===== src/lpwd_pkg.sv =====
`default_nettype none
package lpwd_pkg;
	// Register byte offsets
	localparam logic [7:0] OFS_SYSCLK = 8'h00;
	localparam logic [7:0] OFS_HSOSC = 8'h04;
	localparam logic [7:0] OFS_WDOG = 8'h08;
	localparam logic [7:0] OFS_PAWAKE = 8'h0C;
	localparam logic [7:0] OFS_STATUS = 8'h10;
	localparam logic [7:0] OFS_RSTCAUSE = 8'h14;
	// Field positions
	localparam int SYSSEL_MSB = 7;
	localparam int SYSSEL_LSB = 5;
	localparam int FKEEP_BIT = 1;
	localparam int SKEEP_BIT = 0;
	localparam int HSEN_BIT = 0;
	localparam int HSFLAG_BIT = 1;
	localparam int WDKEY_MSB = 7;
	localparam int WDKEY_LSB = 3;
	localparam int WDSEL_MSB = 2;
	localparam int WDSEL_LSB = 0;
	localparam int PD_BIT = 0;
	localparam int TO_BIT = 1;
	localparam int MODE_LSB = 2;
	localparam int WRF_BIT = 0;
	// Reset values
	localparam logic [7:0] SYSCLK_RST = 8'h00;
	localparam logic [7:0] HSOSC_RST = 8'h01;
	localparam logic [7:0] WDOG_RST = 8'h53;
	localparam logic [7:0] PAWAKE_RST = 8'h00;
	// Codes
	localparam logic [2:0] SEL_SLOW = 3'h7;
	localparam logic [4:0] KEY_DIS = 5'h15;
	localparam logic [4:0] KEY_EN = 5'h0A;
	// Timing
	localparam int CLK_MHZ = 25;
	localparam int SRESET_NS = 50000;
	localparam int SRESET_CYC = (SRESET_NS * CLK_MHZ + 999) / 1000;
	localparam int WD_W = 18;
	localparam int PA_W = 8;

	typedef enum {MODE_RUN, MODE_SLEEP, MODE_IDLE_SLOW, MODE_IDLE_BOTH, MODE_IDLE_FAST} lpwd_mode_t;

	// Clock and function enables sent to the clock tree
	typedef struct packed {
		logic hs_on;
		logic ls_on;
		logic cpu_run;
		logic wd_run;
	} lpwd_gates_t;

	// Terminal count of the watchdog for a period code
	function automatic logic [WD_W-1:0] wd_limit(input logic [2:0] sel);
		logic [WD_W-1:0] lim;
		lim = '0;
		unique case (sel)
			3'h0: lim = 18'h000FF;
			3'h1: lim = 18'h003FF;
			3'h2: lim = 18'h00FFF;
			3'h3: lim = 18'h03FFF;
			3'h4: lim = 18'h07FFF;
			3'h5: lim = 18'h0FFFF;
			3'h6: lim = 18'h1FFFF;
			3'h7: lim = 18'h3FFFF;
		endcase
		return lim;
	endfunction
endpackage
`default_nettype wire


===== src/lpwd_top.sv =====
// Operation
// Slow-select codes 000 to 110 pick fast clock divided by 1 to 64.
// Software polls oscillator-stable flag before relying on fast mode.
// Halt with both keep bits low enters sleep, only watchdog runs.
// Halt with only slow keep set enters slow-only idle.
// Halt with both keep bits set enters idle with both clocks.
// Halt with only fast keep set enters fast-only idle.
// Any power-down entry keeps state, sets powerdown, clears timeout flag.
// Halt clears watchdog counter; it then runs only if enabled.
// Power-down wakes on enabled port A fall, interrupt, or overflow.
// Powerdown flag cleared by power-up or clear instruction, set by halt.
// Overflow in power-down sets timeout, wakes, resets only PC and SP.
// Per-pin wake enables; pin wake resumes after halt.
// Disabled interrupt or full stack wake resumes after halt.
// Enabled interrupt with stack room wakes into normal interrupt response.
// Interrupt already pending before halt cannot wake the device.
// Watchdog counts low RC clock edges, divided to a time-out.
// Period codes give 2^8 to 2^18 low RC clock periods.
// Key 10101 disables, 01010 enables, other values request reset.
// Invalid key resets after software reset delay, sets key-reset flag.
// Overflow while running gives full device reset and sets timeout.
// Clear instruction clears the watchdog counter.
// Oscillator-stable flag reads 0 after enable, 1 once stable.
// Watchdog is an 18-bit counter compared against selected period.
//
// The register addresses and the Wishbone interface to the registers were left to the implementer.
`timescale 1ns/1ps
`default_nettype none
module lpwd_top
	import lpwd_pkg::*;
(
	input wire logic CLK,
	input wire logic RESETN,
	input wire logic WB_CYC,
	input wire logic WB_STB,
	input wire logic WB_WE,
	input wire logic [7:0] WB_ADR,
	input wire logic [3:0] WB_SEL,
	input wire logic [31:0] WB_DAT_W,
	output logic [31:0] WB_DAT_R,
	output logic WB_ACK,
	input wire logic HALT_EXEC,
	input wire logic WDCLR_EXEC,
	input wire logic [7:0] INT_REQ,
	input wire logic [7:0] INT_EN,
	input wire logic STACK_FULL,
	input wire logic [PA_W-1:0] PORT_A,
	input wire logic LRC_CLK_IN,
	input wire logic HSOSC_READY,
	output logic [2:0] SYSCLK_SEL,
	output lpwd_gates_t CLK_GATES,
	output logic WAKE_RESUME,
	output logic WAKE_IRQ,
	output logic PC_SP_RESET,
	output logic DEVICE_RESET
);
	logic [PA_W+1:0] pins;
	logic [PA_W-1:0] pa_s;
	logic [PA_W-1:0] pa_prev;
	logic lrc_s;
	logic lrc_prev;
	logic rdy_s;
	logic [2:0] sysclk_select;
	logic fast_keep;
	logic slow_keep;
	logic hsosc_enable;
	logic hs_flag;
	logic hs_on_prev;
	logic [7:0] wd_ctrl;
	logic [PA_W-1:0] pa_wake_en;
	logic powerdown;
	logic timeout;
	logic key_reset_flag;
	lpwd_mode_t mode;
	lpwd_mode_t next_mode;
	logic [7:0] int_armed;
	logic [WD_W-1:0] wd_cnt;
	logic [11:0] srst_cnt;
	logic wb_req;
	logic wr_en;
	logic halt_take;
	logic lrc_tick;
	logic wd_en;
	logic key_bad;
	logic wd_ovf;
	logic srst_done;
	logic dev_rst;
	logic asleep;
	logic [PA_W-1:0] pa_fall;
	logic pin_wake;
	logic [7:0] int_hit;
	logic int_wake;
	logic irq_serve;
	logic [7:0] rd_byte;

	// Pins and low RC clock pass the three-stage filter
	assign pins = {HSOSC_READY, LRC_CLK_IN, PORT_A};
	lpwd_pin_sync #(.W(PA_W + 2)) u_sync (
		.clk(CLK),
		.rst_n(RESETN),
		.din(pins),
		.dout({rdy_s, lrc_s, pa_s})
	);

	// Edge history of filtered inputs and of the fast oscillator gate
	always_ff @(posedge CLK or negedge RESETN) begin
		if (!RESETN) begin
			pa_prev <= '0;
			lrc_prev <= 1'b0;
			hs_on_prev <= 1'b0;
		end else begin
			pa_prev <= pa_s;
			lrc_prev <= lrc_s;
			hs_on_prev <= CLK_GATES.hs_on;
		end
	end

	// Bus decode and event terms
	assign wb_req = WB_CYC & WB_STB;
	assign wr_en = wb_req & WB_WE & WB_ACK & WB_SEL[0];
	assign asleep = (mode != MODE_RUN);
	assign halt_take = HALT_EXEC & ~asleep;
	assign lrc_tick = lrc_s & ~lrc_prev;
	assign wd_en = (wd_ctrl[WDKEY_MSB:WDKEY_LSB] == KEY_EN);
	assign key_bad = ~wd_en & (wd_ctrl[WDKEY_MSB:WDKEY_LSB] != KEY_DIS);
	assign wd_ovf = wd_en & lrc_tick & (wd_cnt == wd_limit(wd_ctrl[WDSEL_MSB:WDSEL_LSB]));
	assign srst_done = key_bad & (srst_cnt == 12'(SRESET_CYC - 1));
	assign dev_rst = srst_done | (wd_ovf & ~asleep);
	assign pa_fall = pa_prev & ~pa_s & pa_wake_en;
	assign pin_wake = asleep & (pa_fall != '0);
	assign int_hit = INT_REQ & int_armed;
	assign int_wake = asleep & (int_hit != '0);
	assign irq_serve = ((int_hit & INT_EN) != '0) & ~STACK_FULL;

	// Bus acknowledge, one cycle per request
	always_ff @(posedge CLK or negedge RESETN) begin
		if (!RESETN) begin
			WB_ACK <= 1'b0;
		end else begin
			WB_ACK <= wb_req & ~WB_ACK;
		end
	end

	// Read mux, unmapped offsets read zero
	always_comb begin
		rd_byte = 8'h00;
		unique case (WB_ADR)
			OFS_SYSCLK: rd_byte = {sysclk_select, 3'h0, fast_keep, slow_keep};
			OFS_HSOSC: rd_byte = {6'h00, hs_flag, hsosc_enable};
			OFS_WDOG: rd_byte = wd_ctrl;
			OFS_PAWAKE: rd_byte = pa_wake_en;
			OFS_STATUS: rd_byte = {3'h0, 3'(mode), timeout, powerdown};
			OFS_RSTCAUSE: rd_byte = {7'h00, key_reset_flag};
			default: rd_byte = 8'h00;
		endcase
	end

	// Read data latched with the acknowledge
	always_ff @(posedge CLK or negedge RESETN) begin
		if (!RESETN) begin
			WB_DAT_R <= '0;
		end else if (wb_req & ~WB_ACK & ~WB_WE) begin
			WB_DAT_R <= {24'h000000, rd_byte};
		end
	end

	// Software control registers, restored by a device reset
	always_ff @(posedge CLK or negedge RESETN) begin
		if (!RESETN) begin
			sysclk_select <= SYSCLK_RST[SYSSEL_MSB:SYSSEL_LSB];
			fast_keep <= SYSCLK_RST[FKEEP_BIT];
			slow_keep <= SYSCLK_RST[SKEEP_BIT];
			hsosc_enable <= HSOSC_RST[HSEN_BIT];
			wd_ctrl <= WDOG_RST;
			pa_wake_en <= PAWAKE_RST;
		end else if (DEVICE_RESET) begin
			sysclk_select <= SYSCLK_RST[SYSSEL_MSB:SYSSEL_LSB];
			fast_keep <= SYSCLK_RST[FKEEP_BIT];
			slow_keep <= SYSCLK_RST[SKEEP_BIT];
			hsosc_enable <= HSOSC_RST[HSEN_BIT];
			wd_ctrl <= WDOG_RST;
			pa_wake_en <= PAWAKE_RST;
		end else if (wr_en) begin
			if (WB_ADR == OFS_SYSCLK) begin
				sysclk_select <= WB_DAT_W[SYSSEL_MSB:SYSSEL_LSB];
				fast_keep <= WB_DAT_W[FKEEP_BIT];
				slow_keep <= WB_DAT_W[SKEEP_BIT];
			end
			if (WB_ADR == OFS_HSOSC) begin
				hsosc_enable <= WB_DAT_W[HSEN_BIT];
			end
			if (WB_ADR == OFS_WDOG) begin
				wd_ctrl <= WB_DAT_W[7:0];
			end
			if (WB_ADR == OFS_PAWAKE) begin
				pa_wake_en <= WB_DAT_W[PA_W-1:0];
			end
		end
	end

	// Key-reset flag: hardware set wins over software clear
	always_ff @(posedge CLK or negedge RESETN) begin
		if (!RESETN) begin
			key_reset_flag <= 1'b0;
		end else if (srst_done) begin
			key_reset_flag <= 1'b1;
		end else if (wr_en && WB_ADR == OFS_RSTCAUSE && !WB_DAT_W[WRF_BIT]) begin
			key_reset_flag <= 1'b0;
		end
	end

	// Delay from invalid key to device reset
	always_ff @(posedge CLK or negedge RESETN) begin
		if (!RESETN) begin
			srst_cnt <= '0;
		end else if (!key_bad || srst_done) begin
			srst_cnt <= '0;
		end else begin
			srst_cnt <= srst_cnt + 12'h001;
		end
	end

	// Watchdog counter on the low RC clock
	always_ff @(posedge CLK or negedge RESETN) begin
		if (!RESETN) begin
			wd_cnt <= '0;
		end else if (halt_take || WDCLR_EXEC || key_bad || wd_ovf || DEVICE_RESET) begin
			wd_cnt <= '0;
		end else if (wd_en && lrc_tick) begin
			wd_cnt <= wd_cnt + 18'h00001;
		end
	end

	// Mode chosen by the keep bits on halt
	always_comb begin
		next_mode = mode;
		if (halt_take) begin
			unique case ({fast_keep, slow_keep})
				2'b00: next_mode = MODE_SLEEP;
				2'b01: next_mode = MODE_IDLE_SLOW;
				2'b11: next_mode = MODE_IDLE_BOTH;
				2'b10: next_mode = MODE_IDLE_FAST;
			endcase
		end else if (pin_wake || int_wake || (wd_ovf && asleep)) begin
			next_mode = MODE_RUN;
		end
	end

	// Power mode register
	always_ff @(posedge CLK or negedge RESETN) begin
		if (!RESETN) begin
			mode <= MODE_RUN;
		end else if (DEVICE_RESET) begin
			mode <= MODE_RUN;
		end else begin
			mode <= next_mode;
		end
	end

	// Interrupts armed for wake-up only if not pending at halt
	always_ff @(posedge CLK or negedge RESETN) begin
		if (!RESETN) begin
			int_armed <= '0;
		end else if (halt_take) begin
			int_armed <= ~INT_REQ;
		end else if (!asleep) begin
			int_armed <= '0;
		end
	end

	// Powerdown and timeout status flags
	always_ff @(posedge CLK or negedge RESETN) begin
		if (!RESETN) begin
			powerdown <= 1'b0;
			timeout <= 1'b0;
		end else begin
			if (halt_take) begin
				powerdown <= 1'b1;
			end else if (WDCLR_EXEC) begin
				powerdown <= 1'b0;
			end
			if (wd_ovf) begin
				timeout <= 1'b1;
			end else if (halt_take) begin
				timeout <= 1'b0;
			end
		end
	end

	// Wake and reset pulses to the CPU sequencer
	always_ff @(posedge CLK or negedge RESETN) begin
		if (!RESETN) begin
			WAKE_RESUME <= 1'b0;
			WAKE_IRQ <= 1'b0;
			PC_SP_RESET <= 1'b0;
			DEVICE_RESET <= 1'b0;
		end else begin
			PC_SP_RESET <= wd_ovf & asleep;
			WAKE_IRQ <= asleep & ~wd_ovf & int_wake & irq_serve;
			WAKE_RESUME <= asleep & ~wd_ovf & ~halt_take & (pin_wake | (int_wake & ~irq_serve));
			DEVICE_RESET <= dev_rst;
		end
	end

	// System clock source and gates per mode
	always_ff @(posedge CLK or negedge RESETN) begin
		if (!RESETN) begin
			SYSCLK_SEL <= SYSCLK_RST[SYSSEL_MSB:SYSSEL_LSB];
			CLK_GATES <= '0;
		end else begin
			SYSCLK_SEL <= sysclk_select;
			CLK_GATES.cpu_run <= (mode == MODE_RUN);
			CLK_GATES.wd_run <= wd_en;
			CLK_GATES.hs_on <= (mode == MODE_RUN) ? (hsosc_enable | (sysclk_select != SEL_SLOW))
				: (mode == MODE_IDLE_BOTH || mode == MODE_IDLE_FAST);
			CLK_GATES.ls_on <= (mode == MODE_RUN || mode == MODE_IDLE_SLOW
				|| mode == MODE_IDLE_BOTH);
		end
	end

	// Oscillator-stable flag, low for two cycles after enable
	always_ff @(posedge CLK or negedge RESETN) begin
		if (!RESETN) begin
			hs_flag <= 1'b0;
		end else begin
			hs_flag <= CLK_GATES.hs_on & hs_on_prev & rdy_s;
		end
	end
endmodule // lpwd_top
`default_nettype wire


===== src/lpwd_pin_sync.sv =====
`timescale 1ns/1ps
`default_nettype none
module lpwd_pin_sync #(
	parameter int W = 1
) (
	input wire logic clk,
	input wire logic rst_n,
	input wire logic [W-1:0] din,
	output logic [W-1:0] dout
);
	logic [W-1:0] s1;
	logic [W-1:0] s2;
	logic [W-1:0] s3;

	// Three-stage capture
	always_ff @(posedge clk or negedge rst_n) begin
		if (!rst_n) begin
			s1 <= '0;
			s2 <= '0;
			s3 <= '0;
		end else begin
			s1 <= din;
			s2 <= s1;
			s3 <= s2;
		end
	end

	// Accept a level once stages two and three agree
	always_ff @(posedge clk or negedge rst_n) begin
		if (!rst_n) begin
			dout <= '0;
		end else begin
			for (int i = 0; i < W; i++) begin
				if (s2[i] == s3[i]) begin
					dout[i] <= s3[i];
				end
			end
		end
	end
endmodule // lpwd_pin_sync
`default_nettype wire


===== config.mk =====
export PLATFORM = sky130hd
export DESIGN_NAME = lpwd_top
export DESIGN_NICKNAME = d
export VERILOG_FILES = /design/src/lpwd_pkg.sv /design/src/lpwd_top.sv /design/src/lpwd_pin_sync.sv
export SDC_FILE = /design/constraint.sdc
export NUM_CORES = 1
export LEC_CHECK = 0
export BUFFER_PORTS_ARGS = -buffer_cell sky130_fd_sc_hd__buf_2
export CORE_ASPECT_RATIO = 1.25
export CORE_UTILIZATION = 45
export CTS_CLUSTER_SIZE = 25
export DETAILED_ROUTE_END_ITERATION = 6
export PLACE_DENSITY_LB_ADDON = 0.3
export SETUP_SLACK_MARGIN = 0.4
export SYNTH_ARGS = -nofsm -noshare
export SYNTH_HDL_FRONTEND = slang
export SYNTH_HIERARCHICAL = 1
export SYNTH_SLANG_ARGS = --single-unit

===== constraint.sdc =====
create_clock -name CLK -period 4.6 [get_ports CLK]
set_input_delay 0.92 -clock CLK [delete_from_list [all_inputs] [get_ports CLK]]
set_output_delay 0.92 -clock CLK [all_outputs]
set_load 0.1 [all_outputs]

==> impl_metrics.env, run 1 <==
export IMPL_final_layout_size_suffix_gt1_share_pct=22.5
export IMPL_worstPathArrival_ns=3.17
export IMPL_synth_cell_types=62
export IMPL_post_cts_resized=0
export IMPL_ios=122
export IMPL_intPower_w=0.00215
export IMPL_grt_pass1_wl_mm=20.7
export IMPL_async_reset_ff_share_pct=100
export IMPL_clk_pin_slew_ns=0.06
export IMPL_critPathMaxStageDelay_ns=0.55
export IMPL_netlist_area_sq_um=6000
export IMPL_outcome="complete, no violations"
export IMPL_clock_sinks=137
export IMPL_grt_max_degree=76
export IMPL_switching_power_w=0.000987
export IMPL_post_place_ws_ns=1.63
export IMPL_synth_seq_cells=137
export IMPL_first_global_vias=4159
export IMPL_first_pass_iters=5
export IMPL_rr_startpoint="wd_ctrl[4]$_DFFE_PN1P_"
export IMPL_worstMarginPinSlew_ns=0.991
export IMPL_nets=683
export IMPL_final_max_slew_viol_count=0
export IMPL_crit_path_top_delay_cell="dfstp_2"
export IMPL_antenna_found_initial=0
export IMPL_globalplace_congestion=0.860
export IMPL_finalSetupViolCount=0
export IMPL_rr_worst_depth=6
export IMPL_maxCapViolCount=0
export IMPL_cellLeakagePower_nw=3.25
export IMPL_core_area_sq_um=12800
export IMPL_insertion_delay_ns=0.42
export IMPL_worst_clock_skew_ns=0.00826
export IMPL_hold_viol=0
export IMPL_cts_path_max_buffers=2
export IMPL_worstSetupEndpointType="flop"
export IMPL_cts_hold_buf=0
export IMPL_hold_end="u_sync/s2[6]$_DFF_PN0_"
export IMPL_rsz0062_at_grt="false"
export IMPL_post_route_util_pct=54.2
export IMPL_fp_dieW_um=105
export IMPL_area_growth_pct=16.0
export IMPL_cellPowerDensity_nw_per_um2=450
export IMPL_path_buf_inv=1
export IMPL_final_min_clock_period_ns=2.91
export IMPL_yosys_most_used_dff="dfrtp_1"
export IMPL_dp_hpwl_mm=8.58
export IMPL_rrSetupSlack_ns=1.69
export IMPL_path_class="reg -> reg"
export IMPL_cts_buffers=17
export IMPL_wirelength_mm=12.4
export IMPL_ant_nets=0
export IMPL_start_util_pct=46.7
export IMPL_portBuffers=70
export IMPL_holdPathStages=0
export IMPL_max_freq_mhz=344
export IMPL_cp_top_family="simple AND/OR/NAND/NOR gates"
export IMPL_r2r_end="WAKE_IRQ$_DFF_PN0_"
export IMPL_p_seq_share_pct=43.3
export IMPL_dr_first_iter_drc_count=201
export IMPL_num_vias=4196
export IMPL_worstPathCellList="or3b_1 -> nor4_1 -> o311ai_0 -> nor3_2 -> buf_4 -> nor3b_1"
export IMPL_overflow=0
export IMPL_crit_fanout=14
export IMPL_cts_tree="yes"
export IMPL_drt_vias_per_instance=5.38
export IMPL_crit_required_ns=4.86
export IMPL_seq_area_frac_synth_pct=57.3
export IMPL_fin_ws_ns=1.69
export IMPL_die_h_um=131
export IMPL_netlist_instances=528
export IMPL_critical_path_startpoint_type="flop"
export IMPL_sw_frac_of_total_pct=31.5
export IMPL_root_buffer="clkbuf_16"
export IMPL_ys_warn_count=6
export IMPL_fin_tns_setup_ns=0
export IMPL_max_slew_margin_pct=33.1
export IMPL_whs_ns=0.348
export IMPL_syn_avg_cell_area_sq_um=11.4
export IMPL_min_from="u_sync/s1[6]$_DFF_PN0_"
export IMPL_synth_edff_count=0
export IMPL_post_cts_setup_buffer_count=0
export IMPL_cts_htree_levels=4
export IMPL_combPwrFrac_pct=15.3
export IMPL_num_rows=46
export IMPL_dieArea_sq_um=13800
export IMPL_hp_class="reg -> reg"
export IMPL_drc=0
export IMPL_diodes=0
export IMPL_ir_drop_uv=286
export IMPL_finalCritPeriodShare_pct=63.2
export IMPL_grtUsageTotal_pct=19.7
export IMPL_avgRoutedWirePerCell_um=15.9
export IMPL_pwr_share_clk_pct=41.4
-- synthesized netlist by cell type (all sizes together) (2+ instances only) --
master / count / area [sq um]
maj3: 11 / 123
and3b: 2 / 17.5
nand2: 36 / 135
nor4b: 3 / 26.3
a21o: 2 / 15.0
nand4: 11 / 68.8
a31oi: 4 / 25.0
nor3b: 2 / 15.0
dfstp: 5 / 131
xor2: 15 / 131
mux2i: 23 / 230
a21oi: 4 / 20.0
nor2b: 3 / 18.8
ha: 6 / 75.1
nand3: 19 / 95.1
nand4bb: 2 / 22.5
a22o: 4 / 35.0
or4: 4 / 30.0
a311oi: 2 / 17.5
xnor2: 9 / 78.8
nand3b: 3 / 22.5
o22ai: 2 / 12.5
o21ai: 25 / 125
a211o: 4 / 36.3
and2: 3 / 18.8
a41o: 2 / 20.0
a32oi: 2 / 17.5
buf: 32 / 253
clkbuf: 13 / 48.8
inv: 17 / 63.8
and3: 6 / 37.5
nor2: 48 / 180
nor4: 6 / 43.8
nand2b: 3 / 18.8
nand4b: 2 / 17.5
nor3: 29 / 195
o31ai: 4 / 30.0
or3: 4 / 25.0
a22oi: 9 / 67.6
dfrtp: 132 / 3300
-- layout by cell type, fill, tap and decap left out, types with 15 or more instances in the layout --
cell / count
dfrtp_1: 132
buf_2: 69
nor2_1: 48
nand2_1: 36
o21ai_0: 25
conb_1: 24
mux2i_1: 23
nand3_1: 19
nor3_1: 19
inv_1: 17
clkbuf_16: 17
xor2_1: 15
-- power by group through the flow --
stage | registers, W | clock network [W] | logic (W)
floorplan | 0.00151 | 0 | 0.000229
global placement | 0.00137 | 0 | 0.000473
detailed placement | 0.00138 | 0 | 0.000480
CTS | 0.00136 | 0.00133 | 0.000482
global route | 0.00137 | 0.00139 | 0.000507
finish | 0.00136 | 0.00130 | 0.000479
-- how the worst max path moves through the flow --
stage | startpoint | endpoint | cells after the start | slack [ns]
final | wd_ctrl[4]$_DFFE_PN1P_ | WAKE_IRQ$_DFF_PN0_ | 6 | 1.69
after global routing | wd_ctrl[4]$_DFFE_PN1P_ | WAKE_IRQ$_DFF_PN0_ | 6 | 1.52
after CTS | DEVICE_RESET$_DFF_PN0_ | DEVICE_RESET | 1 | 1.68
after detailed placement | WB_ADR[7] | wd_ctrl[4]$_DFFE_PN1P_ | 5 | 1.63
after global placement | WB_ADR[7] | wd_ctrl[4]$_DFFE_PN1P_ | 5 | 1.66
after floorplan | WB_ADR[7] | wd_ctrl[4]$_DFFE_PN1P_ | 5 | 2.03
-- flip-flops by register name (all words and copies together) (netlist names), 3 cells and up --
name           cells
SYSCLK_SEL         3
pa_prev            8
wd_ctrl            8
WB_DAT_R           8
srst_cnt          12
mode               3
pa_wake_en         8
wd_cnt            18
u_sync/s1         10
sysclk_select      3
u_sync/s3         10
CLK_GATES          4
u_sync/s2         10
int_armed          8
u_sync/dout       10
-- layer usage --
layer  vias to the layer above  global-route usage, %  part of all wire (%)
met2                       115                   31.1                    50
met3                        29                   5.44                   5.0
met4                         0                   9.86                   2.8
met5                         -                      0                     0
met1                      2086                   25.0                    43
li1                       1966                      -                     -
-- metrics by stage --
stage / std cells / area [sq um] / total power, W
finish: 780 / 6960 / 0.00313
global route: 780 / 6960 / 0.00326
CTS: 780 / 6960 / 0.00317
detailed placement: 748 / 6390 / 0.00186
global placement: 748 / 6390 / 0.00185
floorplan: 551 / 6080 / 0.00174
-- area by class of cell --
cell class	count	area, sq um
fillers	1145	5880
multi-input cells	352	2290
inverters	17	63.8
clock buffers	20	467
well taps	168	210
clock inverters	12	105
repair buffers	74	387
flip-flops and latches	137	3430
-- worst reg2reg max path: stages, from the launching register on --
cell,delay [ns]
dfstp_2,0.55
or3b_1,0.49
nor4_1,0.52
o311ai_0,0.26
nor3_2,0.50
buf_4,0.34
nor3b_1,0.08
-- kinds of logic (layout without fill, tap and decap cells) --
kind of cell | after synthesis | in the layout | synth area share [%]
XOR/XNOR | 24 | 24 | 3.50
flip-flops | 137 | 137 | 57.3
buffers and inverters | 62 | 123 | 6.09
AO/OA/AOI/OAI | 73 | 73 | 8.39
AND/OR/NAND/NOR | 189 | 189 | 17.0
multiplexers | 25 | 25 | 4.40
other | 1 | 24 | 0.0625
adder cells (fa/ha/maj) | 17 | 17 | 3.30
Note: power is estimated with default switching activity, not from simulation.
==> inputs of run 2 (changes only) <==
==> constraint.sdc (replaced) <==
create_clock -name CLK -period 2.7 [get_ports CLK]
set_input_delay 0.54 -clock CLK [delete_from_list [all_inputs] [get_ports CLK]]
set_output_delay 0.54 -clock CLK [all_outputs]
set_load 0.1 [all_outputs]
==> impl_metrics.env, run 2 (same netlist as run 1, synthesis figures left out) <==
export IMPL_sw_frac_of_total_pct=28.5
export IMPL_maxCapViolCount=0
export IMPL_post_route_util_pct=56.1
export IMPL_final_max_slew_viol_count=0
export IMPL_clock_sinks=137
export IMPL_ant_nets=0
export IMPL_intPower_w=0.00406
export IMPL_stdcell_area_sq_um=7200
export IMPL_first_pass_iters=4
export IMPL_drc=0
export IMPL_top_layer="met4"
export IMPL_hold_viol=0
export IMPL_crit_fanout=8
export IMPL_rr_worst_depth=5
export IMPL_die_h_um=131
export IMPL_drt_met1_wl_mm=5.34
export IMPL_fin_tns_setup_ns=0
export IMPL_insertion_delay_ns=0.41
export IMPL_antenna_found_initial=0
export IMPL_critical_path_startpoint_type="flop"
export IMPL_num_rows=46
export IMPL_avgRoutedWirePerCell_um=15.7
export IMPL_outcome="complete, no violations"
export IMPL_wirelength_mm=12.4
export IMPL_cts_htree_levels=4
export IMPL_pwr_share_clk_pct=44.4
export IMPL_num_vias=4208
export IMPL_core_area_sq_um=12800
export IMPL_root_buffer="clkbuf_16"
export IMPL_finalCritPeriodShare_pct=83.7
export IMPL_globalplace_congestion=0.872
export IMPL_critPathLaunch="wd_ctrl[4]$_DFFE_PN1P_"
export IMPL_worstPathArrival_ns=2.58
export IMPL_dp_hpwl_mm=9.01
export IMPL_most_common_layout_cells="dfrtp_1, buf_2, nor2_1"
export IMPL_nets=697
export IMPL_cts_hold_buf=0
export IMPL_final_common_cell="dfrtp_1"
export IMPL_cellPowerDensity_nw_per_um2=790
export IMPL_p_seq_share_pct=40.6
export IMPL_final_layout_size_suffix_gt1_share_pct=25.2
export IMPL_start_util_pct=46.7
export IMPL_rrSetupSlack_ns=0.44
export IMPL_nFillCells=1111
export IMPL_placed_area_sq_um=6480
export IMPL_finalSetupViolCount=0
export IMPL_cellLeakagePower_nw=3.38
export IMPL_final_min_clock_period_ns=2.26
export IMPL_clk_pin_slew_ns=0.06
export IMPL_worst_clock_skew_ns=0.00558
export IMPL_grt_max_degree=68
export IMPL_worstSetupEndpointType="flop"
export IMPL_dr_first_iter_drc_count=250
export IMPL_reg_top3="wd_cnt x18, srst_cnt x12"
export IMPL_diodes=0
export IMPL_endpoint="wd_cnt[5]$_DFFE_PN0P_"
export IMPL_grt_pass1_wl_mm=20.7
export IMPL_wl_met3_um=449
export IMPL_cts_path_max_buffers=2
export IMPL_crit_required_ns=3.02
export IMPL_area_growth_pct=20.0
export IMPL_worstMarginPinSlew_ns=0.686
export IMPL_cts_tree="yes"
export IMPL_switching_power_w=0.00162
export IMPL_hp_class="in -> async"
export IMPL_largest_register="wd_cnt"
export IMPL_combPwrFrac_pct=15.0
export IMPL_cts_buffers=17
export IMPL_ios=122
export IMPL_largest_reg_flops=18
export IMPL_first_global_vias=4302
export IMPL_ir_drop_uv=404
export IMPL_max_slew_margin_pct=54.0
export IMPL_path_class="reg -> reg"
export IMPL_fp_dieW_um=105
export IMPL_dieArea_sq_um=13800
export IMPL_portBuffers=70
export IMPL_overflow=0
export IMPL_drt_vias_per_instance=5.30
export IMPL_max_freq_mhz=443
export IMPL_grtUsageTotal_pct=19.5
export IMPL_wl_met2_mm=6.45
export IMPL_r2r_end="wd_cnt[5]$_DFFE_PN0P_"
export IMPL_rsz0062_at_grt="true"
export IMPL_rr_startpoint="wd_ctrl[4]$_DFFE_PN1P_"
run 2: repair_timing:
action                     CTS  global route
setup endpoints to repair   22            19
buffers inserted             3             0
gates resized for setup      2             6
cloned                       0             0
pin swaps                    2             1
run 2: per-layer routing:
layer,up-vias,track usage [%]
met5,-,0
met4,0,8.20
met3,19,4.55
met2,80,34.0
met1,2113,23.4
li1,1996,-
run 2: worst min path at each step:
| stage | start | to | slack, ns | cells past startpoint |
|---|---|---|---|---|
| 3_5_place_dp | u_sync/s1[8]$_DFF_PN0_ | u_sync/s2[8]$_DFF_PN0_ | 0.33 | 0 |
| 3_3_place_gp | u_sync/s1[6]$_DFF_PN0_ | u_sync/s2[6]$_DFF_PN0_ | 0.33 | 0 |
| 5_1_grt | RESETN | hs_on_prev$_DFF_PN0_ | 0.16 | 1 |
| 2_1_floorplan | RESETN | CLK_GATES[0]$_DFF_PN0_ | 0.24 | 0 |
| 6_report | RESETN | u_sync/dout[9]$_DFFE_PN0N_ | 0.1 | 1 |
| 4_1_cts | RESETN | u_sync/dout[9]$_DFFE_PN0N_ | 0.13 | 1 |
run 2: worst max-delay path: stages (launching register included):
cell	delay, ns
dfstp_2	0.55
or3b_4	0.42
o22a_4	0.26
or4b_4	0.55
buf_4	0.20
nor3_1	0.19
run 2: area by class of cell:
| type | instances | area [sq um] | share of cell area (%) |
|---|---|---|---|
| clock buffer | 19 | 433 | 6.01 |
| timing repair buffer | 88 | 504 | 7.01 |
| inverter | 17 | 63.8 | 0.886 |
| clock inverter | 13 | 215 | 2.99 |
| multi-input combinational | 352 | 2340 | 32.5 |
| sequential | 137 | 3440 | 47.7 |
| tap | 168 | 210 | 2.92 |
run 2: power groups by stage:
stage	clock, W	combinational (W)	sequential (W)
3_5_place_dp	0	0.000857	0.00235
5_1_grt	0.00266	0.000906	0.00233
2_1_floorplan	0	0.000389	0.00258
4_1_cts	0.00258	0.000859	0.00231
6_report	0.00252	0.000853	0.00231
3_3_place_gp	0	0.000840	0.00234
run 2: per-stage QoR:
stage	hold slack (ns)	std cells	total power [W]	worst slack [ns]
global route	0.157	794	0.00590	0.360
floorplan	0.244	551	0.00297	0.492
global placement	0.332	759	0.00318	0.280
CTS	0.131	794	0.00575	0.402
finish	0.0990	794	0.00569	0.441
detailed placement	0.335	759	0.00320	0.294
==> inputs of run 3 (changes only) <==
==> constraint.sdc (replaced) <==
create_clock -name CLK -period 2.2 [get_ports CLK]
set_input_delay 0.44 -clock CLK [delete_from_list [all_inputs] [get_ports CLK]]
set_output_delay 0.44 -clock CLK [all_outputs]
set_load 0.1 [all_outputs]
==> impl_metrics.env, run 3 (same netlist as run 1, synthesis figures left out) <==
export IMPL_outcome="complete, no violations"
export IMPL_final_common_cell="dfrtp_1"
export IMPL_crit_fanout=5
export IMPL_cts_buffers=17
export IMPL_clock_sinks=137
export IMPL_nets=718
export IMPL_placedCellCount=776
export IMPL_switching_power_w=0.00202
export IMPL_worstPathArrival_ns=2.55
export IMPL_ir_drop_uv=519
export IMPL_hp_class="in -> reg"
export IMPL_start_util_pct=46.7
export IMPL_critical_path_startpoint_type="flop"
export IMPL_ant_nets=0
export IMPL_dr_first_iter_drc_count=225
export IMPL_grt_pass1_wl_mm=21.5
export IMPL_root_buffer="clkbuf_16"
export IMPL_grtUsageTotal_pct=20.4
export IMPL_path_class="reg -> reg"
export IMPL_portBuffers=70
export IMPL_post_route_util_pct=59.1
export IMPL_avgRoutedWirePerCell_um=16.2
export IMPL_first_pass_iters=5
export IMPL_crit_required_ns=2.55
export IMPL_fin_ws_ns=0.00373
export IMPL_rsz0062_at_grt="true"
export IMPL_maxCapViolCount=0
export IMPL_insertion_delay_ns=0.42
export IMPL_intPower_w=0.00479
export IMPL_finalCritPeriodShare_pct=99.8
export IMPL_final_layout_size_suffix_gt1_share_pct=30.9
export IMPL_clk_pin_slew_ns=0.06
export IMPL_num_rows=46
export IMPL_antenna_found_initial=0
export IMPL_post_place_ws_ns=-0.0521
export IMPL_pwr_share_clk_pct=42.9
export IMPL_first_global_vias=4374
export IMPL_most_common_layout_cells="dfrtp_1, buf_2, nor2_1"
export IMPL_r2r_end="wd_cnt[16]$_DFFE_PN0P_"
export IMPL_overflow=0
export IMPL_hold_end="u_sync/s1[9]$_DFF_PN0_"
export IMPL_globalplace_congestion=0.879
export IMPL_area_growth_pct=26.4
export IMPL_rr_worst_depth=5
export IMPL_diodes=0
export IMPL_core_area_sq_um=12800
export IMPL_drt_vias_per_instance=5.36
export IMPL_grt_max_degree=56
export IMPL_worst_clock_skew_ns=0.0192
export IMPL_dieArea_sq_um=13800
export IMPL_final_min_clock_period_ns=2.20
export IMPL_holdPathStages=1
export IMPL_max_freq_mhz=455
export IMPL_reg_top3="wd_cnt x18, srst_cnt x12"
export IMPL_combPwrFrac_pct=15.4
export IMPL_finalSetupViolCount=0
export IMPL_min_from="HSOSC_READY"
export IMPL_worstMarginPinSlew_ns=0.681
export IMPL_cellLeakagePower_nw=3.51
export IMPL_worstSetupEndpointType="flop"
export IMPL_wirelength_mm=13.2
export IMPL_drc=0
export IMPL_whs_ns=0.117
export IMPL_cts_tree="yes"
export IMPL_die_h_um=131
export IMPL_p_seq_share_pct=41.7
export IMPL_fp_dieW_um=105
export IMPL_num_vias=4372
export IMPL_dp_hpwl_mm=9.19
export IMPL_cellPowerDensity_nw_per_um2=897
export IMPL_sw_frac_of_total_pct=29.7
export IMPL_rr_startpoint="wd_ctrl[4]$_DFFE_PN1P_"
export IMPL_final_cells=815
export IMPL_largest_reg_flops=18
export IMPL_rrSetupSlack_ns=0.004
export IMPL_max_slew_margin_pct=54.2
export IMPL_ios=122
export IMPL_hold_viol=0
export IMPL_cts_path_max_buffers=2
export IMPL_largest_register="wd_cnt"
export IMPL_final_max_slew_viol_count=0
export IMPL_cts_htree_levels=4
==> run 3: layer usage <==
| metal | GRT usage [%] | share of wire, % | vias to the layer above |
|---|---|---|---|
| met4 | 9.28 | 1.6 | 0 |
| met2 | 35.3 | 53 | 98 |
| met3 | 4.45 | 3.6 | 17 |
| li1 | - | - | 2046 |
| met5 | 0 | 0 | - |
| met1 | 24.5 | 42 | 2211 |
==> run 3: worst max-delay path, cell delays in order, from the launching register on <==
cell     delay (ns)
dfstp_2        0.52
or3b_4         0.40
o22a_1         0.26
or4b_4         0.54
nor4_2         0.24
a31o_1         0.17
==> run 3: final cells by class <==
type                    instances  area [sq um]
repair buffers                108           703
clock buffers                  20           447
inverters                      17          63.8
clock inverters                12           165
fillers                      1055          5250
multi-input cells             353          2550
flip-flops and latches        137          3440
well taps                     168           210
==> run 3: worst max path at each step <==
stage	start	to	slack, ns	cells past startpoint
floorplan	wd_ctrl[4]$_DFFE_PN1P_	wd_cnt[8]$_DFFE_PN0P_	0.007	7
global placement	wd_ctrl[4]$_DFFE_PN1P_	wd_cnt[16]$_DFFE_PN0P_	-0.01	5
detailed placement	wd_ctrl[4]$_DFFE_PN1P_	wd_cnt[11]$_DFFE_PN0P_	-0.05	6
CTS	wd_ctrl[4]$_DFFE_PN1P_	wd_cnt[16]$_DFFE_PN0P_	0.01	5
global route	wd_ctrl[4]$_DFFE_PN1P_	wd_cnt[16]$_DFFE_PN0P_	-0.05	5
finish	wd_ctrl[4]$_DFFE_PN1P_	wd_cnt[16]$_DFFE_PN0P_	0.004	5
==> run 3: power by group through the flow <==
stage	clock network, W	logic [W]	registers (W)
finish	0.00292	0.00105	0.00284
global route	0.00307	0.00112	0.00286
CTS	0.00297	0.00104	0.00284
detailed placement	0	0.00104	0.00288
global placement	0	0.00102	0.00287
floorplan	0	0.000480	0.00316
==> run 3: stage by stage <==
stage	setup TNS (ns)	cell area, sq um	total power (W)
final	0	7580	0.00681
after global routing	-0.418	7580	0.00705
after CTS	0	7430	0.00684
after detailed placement	-0.463	6690	0.00391
after global placement	-0.0193	6690	0.00389
after floorplan	0	6180	0.00364
==> run 3: what timing repair did <==
action | in CTS | in global routing
gates resized for setup | 18 | 24
hold buffers | 1 | 0
buffers inserted | 3 | 1
pin swaps | 5 | 2
hold endpoints to repair | 50 | 0
cloned | 1 | 1
setup endpoints to repair | 39 | 40
